$ cat config.mk
export PLATFORM = sky130hd
export DESIGN_NAME = flash_ram_area_control
export DESIGN_NICKNAME = d
export VERILOG_FILES = /design/src/hw/area_ctrl_pkg.sv /design/src/hw/flash_ram_area_control.sv /design/src/hw/wait_counter.sv
export SDC_FILE = /design/constraint.sdc
export NUM_CORES = 1
export LEC_CHECK = 0
export BUFFER_PORTS_ARGS = -buffer_cell sky130_fd_sc_hd__buf_2
export CORE_MARGIN = 1
export CORE_UTILIZATION = 43
export CTS_BUF_LIST = sky130_fd_sc_hd__clkbuf_16
export DETAILED_ROUTE_END_ITERATION = 12
export PLACE_DENSITY = 0.79
export SLEW_MARGIN = 20
export SYNTH_ARGS = -nofsm -noshare
export SYNTH_HDL_FRONTEND = slang
export SYNTH_HIERARCHICAL = 1
export SYNTH_SLANG_ARGS = --single-unit
$ cat constraint.sdc
create_clock -name clk_in -period 6.4 [get_ports clk_in]
set_clock_uncertainty 0.2 [all_clocks]
set_input_delay 0.96 -clock clk_in [delete_from_list [all_inputs] [get_ports clk_in]]
set_output_delay 0.96 -clock clk_in [all_outputs]
set_load 0.05 [all_outputs]
$ cat src/hw/area_ctrl_pkg.sv
// Package: map, register offsets, field layouts and reset values of the memory area control
package area_ctrl_pkg;
    localparam logic [23:0] FLASH_BASE = 24'h008000;
    localparam logic [23:0] FLASH_LAST = 24'h00ffff;
    localparam logic [23:0] RAM_LAST = 24'h0007ff;
    localparam logic [23:0] DBG_RAM_BASE = 24'h0007c0;
    localparam logic [23:0] DEBUG_BASE_HIGH = 24'hfffc00;
    localparam logic [23:0] DEBUG_BASE_LOW = 24'h000000;
    localparam logic [15:0] VECTOR_BASE_RESET = 16'h8000;
    localparam logic [15:0] ADDR_RAM_SIZE_CONTROL = 16'h5326;
    localparam logic [15:0] ADDR_FLASH_READ_WAIT = 16'h54b0;
    localparam logic [15:0] ADDR_WRITE_PROTECT = 16'hfffc;
    localparam logic [15:0] ADDR_READ_PROTECT = 16'hfffe;
    localparam logic [15:0] ADDR_PROTECTION_KEY = 16'h5320;
    localparam logic [15:0] ADDR_VECTOR_BASE_LOW = 16'h5328;
    localparam logic [15:0] ADDR_VECTOR_BASE_HIGH = 16'h532a;
    localparam logic [15:0] ADDR_AREA_STATUS = 16'h532c;
    localparam logic [7:0] UNLOCK_KEY = 8'h96;
    localparam logic [1:0] READ_WAIT_RESET = 2'h3;
    localparam logic [2:0] RAM_SEL_512 = 3'h5;
    localparam logic [2:0] RAM_SEL_1K = 3'h4;
    localparam logic [2:0] RAM_SEL_2K = 3'h3;
    localparam logic [2:0] RAM_SIZE_RESET = 3'h3;
    localparam logic [2:0] RAM_ACTUAL_SIZE = 3'h3;
    localparam logic [23:0] RAM_LAST_512 = 24'h0001ff;
    localparam logic [23:0] RAM_LAST_1K = 24'h0003ff;
    localparam int RAM_SEL_LSB = 0;
    localparam int RAM_ACT_LSB = 4;
    localparam int DBG_SEL_BIT = 8;
    localparam logic [7:0] PROTECT_RESET = 8'hff;
    localparam logic [15:0] READ_ZERO = 16'h0000;
    localparam int AREA_SHIFT = 12;
    localparam int SECTORS = 8;

    typedef struct packed {
        logic req;
        logic write;
        logic fetch;
        logic [23:0] addr;
        logic [15:0] wdata;
    } mem_req_t;

    typedef struct packed {
        logic ready;
        logic [15:0] rdata;
        logic error;
    } mem_rsp_t;

    typedef struct packed {
        logic wr_en;
        logic erase;
        logic [14:0] addr;
        logic [15:0] wdata;
    } flash_cmd_t;
endpackage

$ cat src/hw/flash_ram_area_control.sv
// Flash and RAM area control: decode, protection, read waits and control registers
`timescale 1ns/100ps
import area_ctrl_pkg::*;
module flash_ram_area_control (
    input wire logic clk_in,
    input wire logic rst_n_in,
    input wire logic [15:0] reg_addr_in,
    input wire logic [15:0] reg_wdata_in,
    input wire logic reg_write_in,
    input wire logic reg_read_in,
    output logic [15:0] reg_rdata_out,
    input wire area_ctrl_pkg::mem_req_t mem_req_in,
    output area_ctrl_pkg::mem_rsp_t mem_rsp_out,
    input wire logic [15:0] flash_rdata_in,
    input wire logic [15:0] ram_rdata_in,
    input wire logic debug_prog_in,
    input wire logic debug_erase_in,
    input wire logic debug_active_in,
    output area_ctrl_pkg::flash_cmd_t flash_cmd_out,
    output logic ram_we_out,
    output logic [10:0] ram_addr_out,
    output logic [15:0] ram_wdata_out,
    output logic [23:0] vector_base_out,
    output logic [23:0] debug_base_out
);
    import area_ctrl_pkg::*;

    typedef enum {ST_IDLE, ST_WAIT} acc_state_t;

    logic [7:0] protection_key;
    logic [1:0] read_wait_count;
    logic [2:0] ram_size_select;
    logic debug_base_select;
    logic [15:0] vector_base_low;
    logic [7:0] vector_base_high;
    logic [7:0] write_protect;
    logic [7:0] read_protect;
    logic [23:0] ram_limit;
    logic [7:0] blocked_count;
    acc_state_t state;
    logic [15:0] held_rdata;
    logic wait_busy;
    logic wait_done;
    logic in_flash;
    logic in_ram;
    logic [2:0] sector;
    logic wp_hit;
    logic rp_hit;
    logic ram_ok;
    logic key_open;
    logic flash_rd;
    logic [15:0] next_rdata;
    logic take;

    assign in_flash = mem_req_in.addr >= FLASH_BASE && mem_req_in.addr <= FLASH_LAST;
    assign in_ram = mem_req_in.addr <= RAM_LAST;
    assign sector = mem_req_in.addr[AREA_SHIFT+2:AREA_SHIFT];
    assign wp_hit = !write_protect[sector] && sector != 3'h7;
    assign rp_hit = !read_protect[sector] && sector != 3'h0 && !mem_req_in.fetch;
    assign ram_ok = in_ram && mem_req_in.addr <= ram_limit;
    assign key_open = protection_key == UNLOCK_KEY;
    assign flash_rd = mem_req_in.req && !mem_req_in.write && in_flash;
    assign take = mem_req_in.req && state == ST_IDLE && !mem_rsp_out.ready;

    // Usable RAM top from size select
    always_comb begin
        case (ram_size_select)
            RAM_SEL_512: ram_limit = RAM_LAST_512;
            RAM_SEL_1K: ram_limit = RAM_LAST_1K;
            default: ram_limit = RAM_LAST;
        endcase
    end

    wait_counter u_wait (
        .clk_in(clk_in),
        .rst_n_in(rst_n_in),
        .start_in(take && flash_rd),
        .waits_in(read_wait_count),
        .busy_out(wait_busy),
        .done_out(wait_done)
    );

    // Access sequencer: one clock, plus waits on flash reads
    always_ff @(posedge clk_in or negedge rst_n_in) begin
        if (!rst_n_in) begin
            state <= ST_IDLE;
        end else begin
            case (state)
                ST_IDLE: begin
                    if (take && flash_rd && read_wait_count != 2'h0) begin
                        state <= ST_WAIT;
                    end
                end
                ST_WAIT: begin
                    if (wait_done) begin
                        state <= ST_IDLE;
                    end
                end
                default: state <= ST_IDLE;
            endcase
        end
    end

    // Read data selection with protection masking
    always_comb begin
        next_rdata = READ_ZERO;
        if (in_flash) begin
            next_rdata = rp_hit ? READ_ZERO : flash_rdata_in;
        end else if (ram_ok) begin
            next_rdata = ram_rdata_in;
        end
    end

    // Bus answer
    always_ff @(posedge clk_in or negedge rst_n_in) begin
        if (!rst_n_in) begin
            mem_rsp_out <= '0;
            held_rdata <= READ_ZERO;
        end else begin
            mem_rsp_out.ready <= 1'b0;
            mem_rsp_out.error <= 1'b0;
            if (state == ST_WAIT) begin
                if (wait_done) begin
                    mem_rsp_out.ready <= 1'b1;
                    mem_rsp_out.rdata <= held_rdata;
                end
            end else if (take) begin
                held_rdata <= next_rdata;
                if (!(flash_rd && read_wait_count != 2'h0)) begin
                    mem_rsp_out.ready <= 1'b1;
                    mem_rsp_out.rdata <= mem_req_in.write ? READ_ZERO : next_rdata;
                    mem_rsp_out.error <= !(in_flash || ram_ok) || (mem_req_in.write && in_flash && wp_hit);
                end
            end
        end
    end

    // Flash write path, blocked in protected areas
    always_ff @(posedge clk_in or negedge rst_n_in) begin
        if (!rst_n_in) begin
            flash_cmd_out <= '0;
        end else begin
            flash_cmd_out.wr_en <= take && mem_req_in.write && in_flash && !wp_hit;
            flash_cmd_out.erase <= debug_erase_in && in_flash && !wp_hit;
            flash_cmd_out.addr <= mem_req_in.addr[14:0];
            flash_cmd_out.wdata <= mem_req_in.wdata;
        end
    end

    // RAM write path within the selected size
    always_ff @(posedge clk_in or negedge rst_n_in) begin
        if (!rst_n_in) begin
            ram_we_out <= 1'b0;
            ram_addr_out <= 11'h000;
            ram_wdata_out <= 16'h0000;
        end else begin
            ram_we_out <= take && mem_req_in.write && ram_ok;
            ram_addr_out <= mem_req_in.addr[10:0];
            ram_wdata_out <= mem_req_in.wdata;
        end
    end

    // Protect words: cleared bits only set back by the debugger
    always_ff @(posedge clk_in or negedge rst_n_in) begin
        if (!rst_n_in) begin
            write_protect <= PROTECT_RESET;
            read_protect <= PROTECT_RESET;
        end else if (reg_write_in && reg_addr_in == ADDR_WRITE_PROTECT) begin
            if (debug_prog_in) begin
                write_protect <= reg_wdata_in[7:0];
            end else begin
                write_protect <= write_protect & reg_wdata_in[7:0];
            end
        end else if (reg_write_in && reg_addr_in == ADDR_READ_PROTECT) begin
            if (debug_prog_in) begin
                read_protect <= reg_wdata_in[7:0];
            end else begin
                read_protect <= read_protect & reg_wdata_in[7:0];
            end
        end
    end

    // Key, wait, RAM size and vector base registers
    always_ff @(posedge clk_in or negedge rst_n_in) begin
        if (!rst_n_in) begin
            protection_key <= 8'h00;
            read_wait_count <= READ_WAIT_RESET;
            ram_size_select <= RAM_SIZE_RESET;
            debug_base_select <= 1'b0;
            vector_base_low <= VECTOR_BASE_RESET;
            vector_base_high <= 8'h00;
        end else if (reg_write_in) begin
            case (reg_addr_in)
                ADDR_PROTECTION_KEY: protection_key <= reg_wdata_in[7:0];
                ADDR_FLASH_READ_WAIT: read_wait_count <= reg_wdata_in[1:0];
                ADDR_RAM_SIZE_CONTROL: begin
                    if (key_open) begin
                        ram_size_select <= reg_wdata_in[RAM_SEL_LSB+2:RAM_SEL_LSB];
                        debug_base_select <= reg_wdata_in[DBG_SEL_BIT];
                    end
                end
                ADDR_VECTOR_BASE_LOW: vector_base_low <= reg_wdata_in;
                ADDR_VECTOR_BASE_HIGH: vector_base_high <= reg_wdata_in[7:0];
                default: protection_key <= protection_key;
            endcase
        end
    end

    // Count of refused accesses for status
    always_ff @(posedge clk_in or negedge rst_n_in) begin
        if (!rst_n_in) begin
            blocked_count <= 8'h00;
        end else if (take && blocked_count != 8'hff) begin
            if ((mem_req_in.write && in_flash && wp_hit) || (!mem_req_in.write && in_flash && rp_hit)) begin
                blocked_count <= blocked_count + 8'h01;
            end
        end
    end

    // Derived outputs
    always_ff @(posedge clk_in or negedge rst_n_in) begin
        if (!rst_n_in) begin
            vector_base_out <= {8'h00, VECTOR_BASE_RESET};
            debug_base_out <= DEBUG_BASE_HIGH;
        end else begin
            vector_base_out <= {vector_base_high, vector_base_low};
            debug_base_out <= debug_base_select ? DEBUG_BASE_LOW : DEBUG_BASE_HIGH;
        end
    end

    // Register read port, data one cycle after strobe
    always_ff @(posedge clk_in or negedge rst_n_in) begin
        if (!rst_n_in) begin
            reg_rdata_out <= 16'h0000;
        end else if (reg_read_in) begin
            case (reg_addr_in)
                ADDR_FLASH_READ_WAIT: reg_rdata_out <= {14'h0000, read_wait_count};
                ADDR_RAM_SIZE_CONTROL: reg_rdata_out <= {7'h00, debug_base_select, 1'b0, RAM_ACTUAL_SIZE, 1'b0,
                    ram_size_select};
                ADDR_WRITE_PROTECT: reg_rdata_out <= {8'h00, write_protect};
                ADDR_READ_PROTECT: reg_rdata_out <= {8'h00, read_protect};
                ADDR_PROTECTION_KEY: reg_rdata_out <= {8'h00, protection_key};
                ADDR_VECTOR_BASE_LOW: reg_rdata_out <= vector_base_low;
                ADDR_VECTOR_BASE_HIGH: reg_rdata_out <= {8'h00, vector_base_high};
                ADDR_AREA_STATUS: reg_rdata_out <= {5'h00, wait_busy, debug_active_in, state == ST_WAIT,
                    blocked_count};
                default: reg_rdata_out <= 16'h0000;
            endcase
        end else begin
            reg_rdata_out <= 16'h0000;
        end
    end

    property p_wait_reset;
        @(posedge clk_in) $rose(rst_n_in) |-> read_wait_count == READ_WAIT_RESET;
    endproperty
    a_wait_reset: assert property (p_wait_reset) else $error("wait field not 3 after reset");

    property p_key_guard;
        @(posedge clk_in) disable iff (!rst_n_in)
            reg_write_in && reg_addr_in == ADDR_RAM_SIZE_CONTROL && !key_open |=> $stable(ram_size_select);
    endproperty
    a_key_guard: assert property (p_key_guard) else $error("size select changed while locked");

    property p_wp_block;
        @(posedge clk_in) disable iff (!rst_n_in)
            mem_req_in.req && mem_req_in.write && in_flash && wp_hit |=> !flash_cmd_out.wr_en;
    endproperty
    a_wp_block: assert property (p_wp_block) else $error("write reached protected area");

    property p_rp_zero;
        @(posedge clk_in) disable iff (!rst_n_in)
            take && flash_rd && rp_hit && read_wait_count == 2'h0 |=> mem_rsp_out.rdata == READ_ZERO;
    endproperty
    a_rp_zero: assert property (p_rp_zero) else $error("protected read returned data");

    property p_no_wait;
        @(posedge clk_in) disable iff (!rst_n_in)
            take && !flash_rd |=> mem_rsp_out.ready;
    endproperty
    a_no_wait: assert property (p_no_wait) else $error("access took more than one clock");

    property p_three_waits;
        @(posedge clk_in) disable iff (!rst_n_in)
            take && flash_rd && read_wait_count == 2'h3 |=> !mem_rsp_out.ready [*3] ##1 mem_rsp_out.ready;
    endproperty
    a_three_waits: assert property (p_three_waits) else $error("wait count not honoured");

    property p_protect_sticky;
        @(posedge clk_in) disable iff (!rst_n_in)
            !debug_prog_in |=> (write_protect & ~$past(write_protect)) == 8'h00;
    endproperty
    a_protect_sticky: assert property (p_protect_sticky) else $error("protection removed by software");

    property p_ram_limit;
        @(posedge clk_in) disable iff (!rst_n_in)
            mem_req_in.req && mem_req_in.write && ram_size_select == RAM_SEL_512 &&
            mem_req_in.addr > RAM_LAST_512 |=> !ram_we_out;
    endproperty
    a_ram_limit: assert property (p_ram_limit) else $error("write beyond selected RAM size");

    property p_debug_base;
        @(posedge clk_in) disable iff (!rst_n_in)
            debug_base_select |=> debug_base_out == DEBUG_BASE_LOW;
    endproperty
    a_debug_base: assert property (p_debug_base) else $error("debug base mismatch");

    property p_rp_sticky;
        @(posedge clk_in) disable iff (!rst_n_in)
            !debug_prog_in |=> (read_protect & ~$past(read_protect)) == 8'h00;
    endproperty
    a_rp_sticky: assert property (p_rp_sticky) else $error("read protection removed by software");

    property p_erase_block;
        @(posedge clk_in) disable iff (!rst_n_in)
            debug_erase_in && in_flash && wp_hit |=> !flash_cmd_out.erase;
    endproperty
    a_erase_block: assert property (p_erase_block) else $error("erase reached protected area");

    property p_actual_size;
        @(posedge clk_in) disable iff (!rst_n_in)
            reg_read_in && reg_addr_in == ADDR_RAM_SIZE_CONTROL |=> reg_rdata_out[6:4] == RAM_ACTUAL_SIZE;
    endproperty
    a_actual_size: assert property (p_actual_size) else $error("actual size field wrong");
endmodule

$ cat src/hw/wait_counter.sv
// Flash read wait cycle counter
`timescale 1ns/100ps
module wait_counter (
    input wire logic clk_in,
    input wire logic rst_n_in,
    input wire logic start_in,
    input wire logic [1:0] waits_in,
    output logic busy_out,
    output logic done_out
);
    logic [1:0] remain;

    // Each configured wait stalls the access for one clock
    always_ff @(posedge clk_in or negedge rst_n_in) begin
        if (!rst_n_in) begin
            remain <= 2'h0;
            busy_out <= 1'b0;
        end else if (start_in && !busy_out && waits_in != 2'h0) begin
            remain <= waits_in - 2'h1;
            busy_out <= 1'b1;
        end else if (busy_out) begin
            if (remain == 2'h0) begin
                busy_out <= 1'b0;
            end else begin
                remain <= remain - 2'h1;
            end
        end
    end

    assign done_out = busy_out && remain == 2'h0;
endmodule

==> Yosys cells after proc, flatten, opt, wreduce, memory -nomap -nowiden <==
Index checks and enable logic that the tools add are counted.
{ "classes": {"n_mul": 0, "n_div": 0, "muxes": 28, "reduce_logical": 57, "n_bitwise": 4, "eq_ne": 20, "n_shift": 0, "addsub": 3, "n_lt_le_gt_ge": 5} }
{ "ops": {"columns": ["cell", "n"], "rows": [
  ["16-bit one-hot mux with 8 select lines", 1],
  ["16-bit by 15-bit == test with 1-bit output, second input constant", 6],
  ["16-bit 2-to-1 mux", 5],
  ["32-bit logical NOT", 2],
  ["32-bit 2-to-1 mux", 2],
  ["32-bit one-hot mux with 2 select lines", 1],
  ["18-bit 2-to-1 mux", 2],
  ["17-bit 2-to-1 mux", 2],
  ["16-bit == test, second input constant", 2],
  ["32-bit by 1-bit == test with 1-bit output, second input constant", 1],
  ["32-bit by 2-bit == test with 1-bit output, second input constant", 1],
  ["1-bit logical AND", 28],
  ["24-bit by 16-bit >= comparator with 1-bit output, second input constant", 1],
  ["24-bit by 11-bit less-or-equal comparator with 1-bit output, second input constant", 1],
  ["24-bit by 16-bit less-or-equal comparator with 1-bit output, second input constant", 1],
  ["24-bit less-or-equal comparator", 1],
  ["24-bit 2-to-1 mux", 1],
  ["11-bit one-hot mux with 2 select lines", 1],
  ["2-bit AND reduction", 9],
  ["8-bit AND", 2],
  ["8-bit 2-to-1 mux", 2],
  ["8-bit by 1-bit adder with 8-bit output, second input constant", 1],
  ["8-bit == test, second input constant", 1],
  ["1-bit logical NOT", 8],
  ["16 further kinds", 35]
]} }
{ "totals": {"ram_bits": 0, "elab_cells": 142, "rom_bits": 0, "latchBits": 0, "regBits": 240, "n_memories": 0} }

==> Longest topological paths before layout <==
Gate-level depths: netlist of run 1.
{ "logic_depth": {"ltp_word": 11, "mapped_depth": 9} }

==> By module <==
The synthesis of run 1 kept the hierarchy.
{ "modules_own_cells": {"columns": ["module", "cells_each", "area_each_um2", "seq_area_each_um2", "instances"], "rows": [
  ["flash_ram_area_control", 575, 7339.5, 4332.9, 1],
  ["wait_counter", 16, 145.1, 75.1, 1]
]} }

==> Worst setup path before layout of run 1 <==
Ideal clock, no wire load.
{ "synth_path": {"kind": "input -> register", "from": "input port mem_req_in[28] (netlist name)", "to": "register blocked_count[1]", "path_buffers": 2, "required_ns": 6.072, "cell_stages": 7, "setup_ns": 0.128, "t_arrival_ns": 2.589, "path_slack_ns": 3.483, "path_cell_list": "buf_2 -> mux4_2 -> a21oi_2 -> and3_1 -> buf_4 -> o21ai_1 -> mux2_1"} }
{ "synth_between": {"elab_chain_len": 8, "word_cells_on_any_way": 20} }
{ "synth_rtl": {"columns": ["item", "line_no", "rtl"], "rows": [
  ["start, declared", "flash_ram_area_control.sv:12", "input wire area_ctrl_pkg::mem_req_t mem_req_in,"],
  ["parallel branches: the longest is 6 deep, another holds 24-bit by 16-bit >= comparator with 1-bit output", null, null],
  ["1-bit logical OR *", "flash_ram_area_control.sv:214", "if ((mem_req_in.write && in_flash && wp_hit) || (!mem_req_in.write && in_flash && rp_hit)) begin"],
  ["2-bit AND reduction (no line) *", null, null],
  ["end signal, assigned", "flash_ram_area_control.sv:215", "blocked_count <= blocked_count + 8'h01;"],
  ["end, declared", "flash_ram_area_control.sv:39", "logic [7:0] blocked_count;"]
]} }
Every way passes the cells marked *. The select of a mux whose other input is x is not followed.
A chain may end at the register's enable or synchronous reset.

==> Final worst setup path of run 1 <==
{ "layout_path": {"from": "input port reg_addr_in[7]", "to": "register reg_rdata_out[11]"} }
{ "layout_between": {"elab_chain_len": 3, "word_cells_on_any_way": 10} }
{ "layout_rtl": {"columns": ["item", "line_no", "rtl"], "rows": [
  ["start, declared", "flash_ram_area_control.sv:7", "input wire logic [15:0] reg_addr_in,"],
  ["16-bit by 15-bit == test with 1-bit output / 16-bit == test (equally long branches)", "flash_ram_area_control.sv:236", "case (reg_addr_in)"],
  ["16-bit one-hot mux with 8 select lines *", "flash_ram_area_control.sv:236", null],
  ["16-bit 2-to-1 mux *", "flash_ram_area_control.sv:235", "end else if (reg_read_in) begin"],
  ["end signal, assigned", "flash_ram_area_control.sv:237", "ADDR_FLASH_READ_WAIT: reg_rdata_out <= {14'h0000, read_wait_count};"],
  ["end signal, assigned", "flash_ram_area_control.sv:238", "ADDR_RAM_SIZE_CONTROL: reg_rdata_out <= {7'h00, debug_base_select, 1'b0, RAM_ACTUAL_SIZE, 1'b0,"],
  ["end signal, assigned", "flash_ram_area_control.sv:240", "ADDR_WRITE_PROTECT: reg_rdata_out <= {8'h00, write_protect};"],
  ["end, declared", "flash_ram_area_control.sv:11", "output logic [15:0] reg_rdata_out,"]
]} }
Every way passes the cells marked *; elsewhere a longest branch is shown, timed or not.

==> results of run 1 <==
[stage by stage]
stage	setup WS [ns]	hold WS [ns]	util, %
2_1_floorplan	3.48	0.156	-
3_3_place_gp	3.01	0.163	51.4
3_5_place_dp	2.89	0.163	51.4
4_1_cts	3.21	0.173	54.7
5_1_grt	3.15	0.179	54.7
6_report	3.44	0.171	54.7
[registers in the layout, summed over array words and instances (netlist names), 10 cells and up]
| signal | flops |
|---|---|
| held_rdata | 16 |
| vector_base_out | 24 |
| vector_base_low | 16 |
| ram_addr_out | 10 |
| mem_rsp_out | 18 |
| ram_wdata_out | 16 |
| reg_rdata_out | 16 |
[layer usage]
layer | wire [µm] | track usage [%] | vias to the layer above | part of all wire, %
met5 | 0 | 0 | - | 0
met4 | 286 | 6.82 | 0 | 1.5
met3 | 1420 | 4.65 | 20 | 7.3
met2 | 10000 | 37.4 | 296 | 52
met1 | 7750 | 29.4 | 2827 | 40
li1 | - | - | 2564 | -
[how the worst min path moves through the flow]
stage | depth (start not counted) | start | slack, ns | end
5_1_grt | 0 | vector_base_low[15] | 0.18 | vector_base_out[15]
6_report | 0 | vector_base_low[15] | 0.17 | vector_base_out[15]
3_3_place_gp | 0 | vector_base_low[15] | 0.16 | vector_base_out[15]
2_1_floorplan | 0 | vector_base_low[15] | 0.16 | vector_base_out[15]
3_5_place_dp | 0 | vector_base_low[15] | 0.16 | vector_base_out[15]
4_1_cts | 0 | vector_base_low[15] | 0.17 | vector_base_out[15]
[power by group]
group / internal (µW) / switching [µW] / total [µW]
combinational: 59.3 / 173 / 232
clock: 534 / 436 / 970
sequential: 1130 / 12.8 / 1140
[cells in the final DEF (no fill, tap or decap), types with 6 or more instances in the layout]
master and instances:
inv_1 11, xnor2_1 7, buf_4 6, a221oi_1 18, and3_1 10, a22oi_1 17
a21oi_1 7, clkbuf_16 17, mux2_2 9, nand4_1 6, inv_6 6, dfrtp_1 152
dfstp_2 23, o22a_1 16, mux2_1 39, nor3b_1 9, nor2_1 46, nand2_1 46
conb_1 10, nand3_1 7, buf_2 245, a222oi_1 18, mux2i_1 6, a31oi_1 7
[critical path: cells and delay by family]
kind                   cells  cell delay [ns]
buffers and inverters      1             0.10
and+or+nand+nor            5             2.03
[cells by family after synthesis]
group / Yosys count / share of synthesized area, %
other: 1 / 0.0501
AOI/OAI and AO/OA: 107 / 12.0
and+or+nand+nor: 166 / 12.8
xor gates and xnor gates: 7 / 0.819
adders and majority gates: 3 / 0.502
muxes: 55 / 8.33
DFF: 175 / 58.9
buffers and inverters: 77 / 6.64
[area by class of cell]
class,count,area [µm²]
Clock buffer,17,425
Clock inverter,15,118
Fill cell,1458,7590
Inverter,10,37.5
Multi-Input combinational cell,348,2620
Sequential cell,175,4410
Tap cell,220,275
Timing Repair Buffer,252,1280
==> summary.md, run 1 <==
| Metric | Value |
|---|---|
| Status | `finished clean` |
| Hold Fails Final Rpt | `0` |
| Crit-path max FO | `11` |
| CP Class | `primary input to flop` |
| Area growth syn-to-layout | `22.5%` |
| Peak VDD IR | `188 µV` |
| Clock buffer depth | `2` |
| Share of layout cells above drive strength 1 | `41.0%` |
| Initial DRC count | `368` |
| Clock Root Buffer | `clkbuf_16` |
| Setup bufs post-CTS | `0` |
| Req. time, crit path | `6.52 ns` |
| Count leader, synth | `dfrtp_1` |
| Tot GR Track Use | `22.5%` |
| Post-synth top flop | `dfrtp_1` |
| Overall routed net length | `19500 µm` |
| DP HPWL | `14200 µm` |
| R2R cell count | `8` |
| Drt pass-1 iters | `7` |
| H-tree levels | `4` |
| Fin crit share | `46.3%` |
| Largest stage delay, worst path | `0.64 ns` |
| Die Wd | `134 µm` |
| Leak | `0.00465 µW` |
| Vias in the first global route | `5514` |
| Number of max-cap violations | `0` |
| R2R Path End | `mem_rsp_out[8]` |
| GRT overflow | `0` |
| Reg2reg start | `ram_size_select[1]` |
| Synthesized area per cell | `12.7 µm²` |
| Max frequency | `338 MHz` |
| Starting Density | `44.7%` |
| Die Height | `134 µm` |
| Crit path DAT | `3.09 ns` |
| Post-synth ARST share | `100%` |
| Clk sink count | `175` |
| Port Buffers | `246` |
| Post-Syn Instances | `591` |
| Initial antenna violation count | `0` |
| Post-DR wirelength/cell | `18.8 µm` |
| Finished Layout Cells | `1037` |
| ANT nets after route | `0` |
| Worst-Skew Late Latency | `0.42 ns` |
| Top post-synthesis cells by count | `dfrtp_1, buf_4, nand2_1, nor2_1, mux2_1` |
| Tightest Pin Transition | `1.01 ns` |
| Synth area leader | `dfrtp_1` |
| Flop-to-flop setup slack | `3.45 ns` |
| EDFF count, synth | `0` |
| Final setup viols | `0` |
| Die area | `17900 µm²` |
| Vias | `5707` |
| Ordered list of cells on the worst path | `buf_2, nor3b_1, nand3_1, nor2_1, nand2_1, nor3b_1` |
| Worst-path clk slew | `0.07 ns` |
| Placed cells | `1005` |
| DP Area | `8620 µm²` |
| Rows | `47` |
| Setup TNS | `0 ns` |
| Post-CTS Hold Fix Bufs | `0` |
| CTS tree | `done` |
| Pwr Total | `2340 µW` |
| Ant. Diodes | `0` |
| Post-cts sizing count | `0` |
| RSZ-0062 raised after global routing | `no` |
| Routability Congestion | `0.872` |
| Design area | `9170 µm²` |
| Yosys reg bits | `175` |
| Post-synth cell types | `69` |
| Crit. Startpoint | `reg_addr_in[7]` |
| Final Max Slew Viols | `0` |
| Sequential area share after synthesis | `58.9%` |
| CP max stage cell | `nor2_1` |
| Crit end category | `flop` |
| I/O pins | `257` |
| Slew margin rel. | `32.8%` |
| Critical Path Most Common Cell | `nor3b_1` |
| Synth top area cells | `dfrtp_1, dfstp_2, mux2_1, buf_4, a222oi_1` |
| CTS Buf Count | `17` |
| Minimum clock period | `2.96 ns` |
| Setup crit start kind | `primary input` |
| Hold Crit Class | `flop to flop` |
| NumNets Final | `921` |
| Largest net degree at the start of global routing | `73` |
| DRC | `0` |
| Synth Cell Area | `7480 µm²` |
| Core ar. | `16800 µm²` |
| Ys Warns | `6` |
| Vias/cell | `5.50` |
| Top cell type's share of synthesized area | `50.8%` |
| Crit path capture | `reg_rdata_out[11]` |
| First-pass GRT wire length | `30500 µm` |
| Pwr dens | `256 nW/µm²` |
Note: power is estimated with default switching activity, not from simulation.
==> run 2: changes to the inputs <==
Clock period 6.4 ns to 3.05 ns, I/O delays scaled along.
==> run 2 against run 1 <==
  * Sequential cell count unchanged
  * Register-to-register slack got worse by 3.2 ns
  * Wire length increased by 2.4%
  * Global-route usage increased by 0.34 points
  * Power increased by 120%
  * Critical path type is now flop to flop
  * Critical endpoint is now mem_rsp_out[8]
==> summary.md, run 2 (synthesis gave the netlist of run 1 again) <==
| Metric | Value |
|---|---|
| Clk sink count | `175` |
| Slew margin rel. | `34.9%` |
| R2R Path End | `mem_rsp_out[8]` |
| Tightest Pin Transition | `0.969 ns` |
| DP HPWL | `14300 µm` |
| R2R cell count | `8` |
| GRT overflow | `0` |
| Fin crit share | `92.2%` |
| Post-DR wirelength/cell | `18.5 µm` |
| Share of layout cells above drive strength 1 | `40.8%` |
| Most frequent cells in the layout | `buf_2, dfrtp_1, nor2_1, nand2_1, mux2_1` |
| Status | `finished clean` |
| Worst-path clk slew | `0.07 ns` |
| First-pass GRT wire length | `31200 µm` |
| Largest Register | `vector_base_out` |
| Core ar. | `16800 µm²` |
| Area growth syn-to-layout | `28.4%` |
| Vias in the first global route | `5745` |
| Req. time, crit path | `3.21 ns` |
| CTS Buf Count | `17` |
| Flop-to-flop setup slack | `0.24 ns` |
| Clock Root Buffer | `clkbuf_16` |
| Final setup viols | `0` |
| CTS tree | `done` |
| Port Buffers | `246` |
| Overall routed net length | `20000 µm` |
| Crit-path max FO | `16` |
| Number of max-cap violations | `0` |
| Finished Layout Cells | `1078` |
| Pwr dens | `525 nW/µm²` |
| Hold Crit Class | `primary input to flop` |
| Starting Density | `44.7%` |
| RSZ-0062 raised after global routing | `no` |
| Minimum clock period | `2.81 ns` |
| Peak VDD IR | `372 µV` |
| Hold Fails Final Rpt | `0` |
| Die Height | `134 µm` |
| Vias/cell | `5.44` |
| Largest registers | `vector_base_out x24, mem_rsp_out x18` |
| Die area | `17900 µm²` |
| Initial DRC count | `572` |
| Initial antenna violation count | `0` |
| Reg area | `4410 µm²` |
| Worst-Skew Late Latency | `0.42 ns` |
| Clock buffer depth | `2` |
| Setup crit start kind | `flop` |
| Drt pass-1 iters | `7` |
| Worst hold stages | `1` |
| CP Class | `flop to flop` |
| Placed cells | `1016` |
| Commonest non-fill, non-tap cell in the layout | `buf_2` |
| Crit. Startpoint | `ram_size_select[1]` |
| Ant. Diodes | `0` |
| Area of the multi-input gates | `2630 µm²` |
| Rows | `47` |
| Filler cell count | `1390` |
| DRC | `0` |
| Crit path capture | `mem_rsp_out[8]` |
| Max frequency | `356 MHz` |
| Vias | `5866` |
| Leak | `0.00486 µW` |
| I/O pins | `257` |
| Core Util, Final | `57.3%` |
| Routability Congestion | `0.890` |
| Largest net degree at the start of global routing | `66` |
| Tot GR Track Use | `22.8%` |
| Final Max Slew Viols | `0` |
| Min-delay src | `mem_req_in[29]` |
| Crit end category | `flop` |
| Crit path DAT | `2.97 ns` |
| NumNets Final | `962` |
| Max reg flops | `24` |
| Die Wd | `134 µm` |
| Reg2reg start | `ram_size_select[1]` |
| ANT nets after route | `0` |
| H-tree levels | `4` |
[run 2: changes by cell type in the layout (fill, tap and decap cells not counted), moves of 2 or more]
cell / change
buf_12: +2
buf_4: +10
clkinv_1: -3
dlygate4sd3_1: +29
inv_6: -2
[run 2: critical path, cell delays in order (launching register included)]
cell and delay [ns]:
dfstp_2 0.54, nor2b_1 0.06, and2_1 0.16, ha_1 0.27, and4_1 0.21, a41oi_2 0.22, nor4_4 0.78, a222oi_1 0.17
nand2_1 0.13
[run 2: worst min path at each step]
stage | to
after global routing | flash_cmd_out[29]
after global placement | vector_base_out[15]
after floorplan | blocked_count[0]
after CTS | flash_cmd_out[29]
final | flash_cmd_out[29]
after detailed placement | vector_base_out[15]
[run 2: per-layer routing]
layer	global-route usage (%)	up-vias	part of all wire [%]
li1	-	2642	-
met1	29.7	2889	41
met2	38.2	314	50
met3	4.38	21	7.2
met4	7.58	0	1.5
met5	0	-	0
[run 2: power by group]
part           internal (µW)  switching [µW]  leakage, µW
logic                    154             370      0.00231
clock network           1210             912     0.000292
registers               2370            25.7      0.00226
[run 2: repair_timing]
action / CTS / global route
gates resized for setup: 1 / 1
buffers inserted: 0 / 1
hold endpoints to repair: 72 / 0
pin swaps: 0 / 2
hold buffers: 29 / 0
setup endpoints to repair: 16 / 17
[run 2: area by class of cell]
cell class	instances	share of cell area, %
Inverter	10	0.391
Timing Repair Buffer	293	17.6
Tap cell	220	2.86
Multi-Input combinational cell	348	27.3
Clock buffer	17	4.43
Clock inverter	15	1.54
Sequential cell	175	45.9
[run 2: metrics by stage]
step | hold WS, ns | area, µm² | TNS, ns | worst slack [ns] | total power [µW]
floorplan | -0.0381 | 7520 | 0 | 0.532 | 2730
finish | 0.0432 | 9610 | 0 | 0.238 | 5040
CTS | 0.0227 | 9580 | 0 | 0.0610 | 5090
global route | 0.0275 | 9610 | 0 | 0.0975 | 5230
global placement | 0.160 | 8710 | 0 | 0.0441 | 2930
detailed placement | 0.163 | 8710 | -1.11 | -0.0969 | 2930
==> run 3: changes to the inputs <==
--- a/config.mk
+++ b/config.mk
@@ -9,6 +9,6 @@
 export CORE_MARGIN = 1
-export CORE_UTILIZATION = 43
+export CORE_UTILIZATION = 50
 export CTS_BUF_LIST = sky130_fd_sc_hd__clkbuf_16
 export DETAILED_ROUTE_END_ITERATION = 12
-export PLACE_DENSITY = 0.79
+export PLACE_DENSITY = 0.89
 export SLEW_MARGIN = 20
==> constraint.sdc (replaced) <==
create_clock -name clk_in -period 3.05 [get_ports clk_in]
set_clock_uncertainty 0.2 [all_clocks]
set_input_delay 0.305 -clock clk_in [delete_from_list [all_inputs] [get_ports clk_in]]
set_output_delay 0.305 -clock clk_in [all_outputs]
set_load 0.05 [all_outputs]
==> run 3 against run 2 <==
  * Power is 0.38% lower
  * Combinational power is 11% higher
  * Register-to-register slack better by 0.04 ns
  * Count of clock-buffer cells in the layout unchanged
  * Worst hold slack got worse by 0.023 ns
  * Critical path depth stayed put
  * Maximum frequency up 1.3%
  * Largest cell class unchanged
==> summary.md, run 3 (synthesis gave the netlist of run 1 again) <==
| Metric | Value |
|---|---|
| I/O pins | `257` |
| Reg power frac | `47.8%` |
| Worst-Skew Late Latency | `0.43 ns` |
| Clk sink count | `175` |
| Pwr Total | `5020 µW` |
| Max reg flops | `24` |
| Ordered list of cells on the worst path | `nor2b_1, and2_1, ha_1, and4_1, a41oi_1, nor3_4, a221oi_1, nor2_1` |
| P_int | `3690 µW` |
| Status | `finished clean` |
| Peak VDD IR | `459 µV` |
| R2R cell count | `8` |
| CTS Buf Count | `17` |
| DRC | `0` |
| Slew margin rel. | `31.3%` |
| Crit. Startpoint | `ram_size_select[1]` |
| Setup TNS | `0 ns` |
| Hold Fails Final Rpt | `0` |
| Die Wd | `124 µm` |
| Reg2reg start | `ram_size_select[1]` |
| WL met3 | `1500 µm` |
| Final Max Slew Viols | `0` |
| CTS tree | `done` |
| Crit-path max FO | `18` |
| Vias in the first global route | `6481` |
| Fin crit share | `91.0%` |
| Setup crit start kind | `flop` |
| Port Buffers | `246` |
| Hold Crit Class | `primary input to flop` |
| CP max stage cell | `nor3_4` |
| Crit path capture | `held_rdata[9]` |
| First-pass GRT wire length | `34500 µm` |
| Largest stage delay, worst path | `0.65 ns` |
| Tot GR Track Use | `28.8%` |
| Area growth syn-to-layout | `34.1%` |
| Flop-to-flop setup slack | `0.27 ns` |
| Vias | `6292` |
| Leak | `0.00506 µW` |
| Initial antenna violation count | `0` |
| Worst-path clk slew | `0.07 ns` |
| Final hold slack | `0.0205 ns` |
| ANT nets after route | `0` |
| Commonest non-fill, non-tap cell in the layout | `buf_2` |
| Starting Density | `51.3%` |
| H-tree levels | `4` |
| Most frequent cells in the layout | `buf_2, dfrtp_1, dlygate4sd3_1` |
| Switching Share | `26.6%` |
| Filler cell count | `975` |
| Top routing layer used | `met4` |
| DP HPWL | `14200 µm` |
| NumNets Final | `1013` |
| Core ar. | `14600 µm²` |
| Largest net degree at the start of global routing | `69` |
| Core Util, Final | `68.8%` |
| Tightest Pin Transition | `1.03 ns` |
| Routed wl met2 | `11000 µm` |
| Met1 wire length | `8160 µm` |
| Crit path DAT | `2.93 ns` |
| Crit end category | `flop` |
| Pwr dens | `500 nW/µm²` |
| R2R Path End | `held_rdata[9]` |
| Final setup viols | `0` |
| Share of layout cells above drive strength 1 | `38.7%` |
| Routability Congestion | `0.856` |
| Largest registers | `vector_base_out x24, mem_rsp_out x18` |
| Die Height | `124 µm` |
| Req. time, crit path | `3.20 ns` |
| Die area | `15500 µm²` |
| Clock buffer depth | `2` |
| Vias/cell | `5.76` |
| Rows | `44` |
| Overall routed net length | `21700 µm` |
| NetSw | `1340 µW` |
| Clock power share | `40.6%` |
| CP Class | `flop to flop` |
| Number of max-cap violations | `0` |
| Minimum clock period | `2.78 ns` |
| Drt pass-1 iters | `7` |
| Finished Layout Cells | `1093` |
| Max frequency | `360 MHz` |
| Post-DR wirelength/cell | `19.9 µm` |
| RSZ-0062 raised after global routing | `no` |
| Combinational power share | `11.6%` |
| Placed cells | `981` |
| Clock Root Buffer | `clkbuf_16` |
| GRT overflow | `0` |
| Initial DRC count | `497` |
| Ant. Diodes | `0` |
| Largest Register | `vector_base_out` |
==> run 3: cell types whose count changed in the layout (fill, tap and decap cells not counted), sizes merged <==
cell,previous run,this run
inv,18,14
clkinv,4,8
bufinv,2,1
clkinvlp,1,2
buf,264,265
dlygate4sd3,29,79
==> run 3: worst min-delay path by stage <==
stage | from | endpoint | slack, ns | cells past startpoint
floorplan | rst_n_in | blocked_count[0] | -0.19 | 0
global placement | rst_n_in | flash_cmd_out[28] | 0.09 | 1
detailed placement | rst_n_in | flash_cmd_out[29] | 0.09 | 1
CTS | reg_wdata_in[4] | protection_key[4] | 0.003 | 2
global route | reg_wdata_in[4] | protection_key[4] | 0.005 | 2
finish | reg_wdata_in[4] | protection_key[4] | 0.02 | 2
==> run 3: cell type report <==
cell class | instances | area [µm²] | share of cell area (%)
Timing Repair Buffer | 344 | 2200 | 21.9
Inverter | 10 | 37.5 | 0.374
Multi-Input combinational cell | 348 | 2620 | 26.1
Tap cell | 184 | 230 | 2.29
Clock inverter | 15 | 121 | 1.21
Sequential cell | 175 | 4410 | 43.9
Clock buffer | 17 | 425 | 4.24
==> run 3: power by group through the flow <==
stage	logic [µW]	clock network [µW]	registers, µW
4_1_cts	576	2060	2400
3_5_place_dp	493	0	2440
5_1_grt	617	2170	2400
6_report	582	2040	2400
3_3_place_gp	488	0	2440
2_1_floorplan	216	0	2520
==> run 3: worst max-delay path, delay by kind of cell, from the launching register on <==
| kind | cells | cell delay, ns |
|---|---|---|
| AO/OA/AOI/OAI | 2 | 0.48 |
| AND/OR/NAND/NOR | 5 | 1.22 |
| flip-flops | 1 | 0.54 |
| adder cells (fa/ha/maj) | 1 | 0.26 |
==> run 3: repair_timing <==
item | CTS | global route
hold buffers | 79 | 0
pin swaps | 0 | 1
buffers inserted | 0 | 1
hold endpoints to repair | 144 | 0
endpoints found under the setup margin | 2 | 14
resized for setup | 1 | 0
==> run 3: stage by stage <==
step                      instance area (µm²)  worst slack, ns
final                                   10000            0.274
after CTS                               10000            0.110
after floorplan                          7520            0.532
after global placement                   8670            0.158
after detailed placement                 8670          -0.0147
after global routing                    10000            0.135
==> run 3: layer usage <==
| metal | global-route usage [%] | vias to the layer above |
|---|---|---|
| met1 | 34.6 | 3097 |
| met2 | 48.7 | 373 |
| met4 | 15.4 | 0 |
| met5 | 0 | - |
| met3 | 5.93 | 81 |
| li1 | - | 2741 |
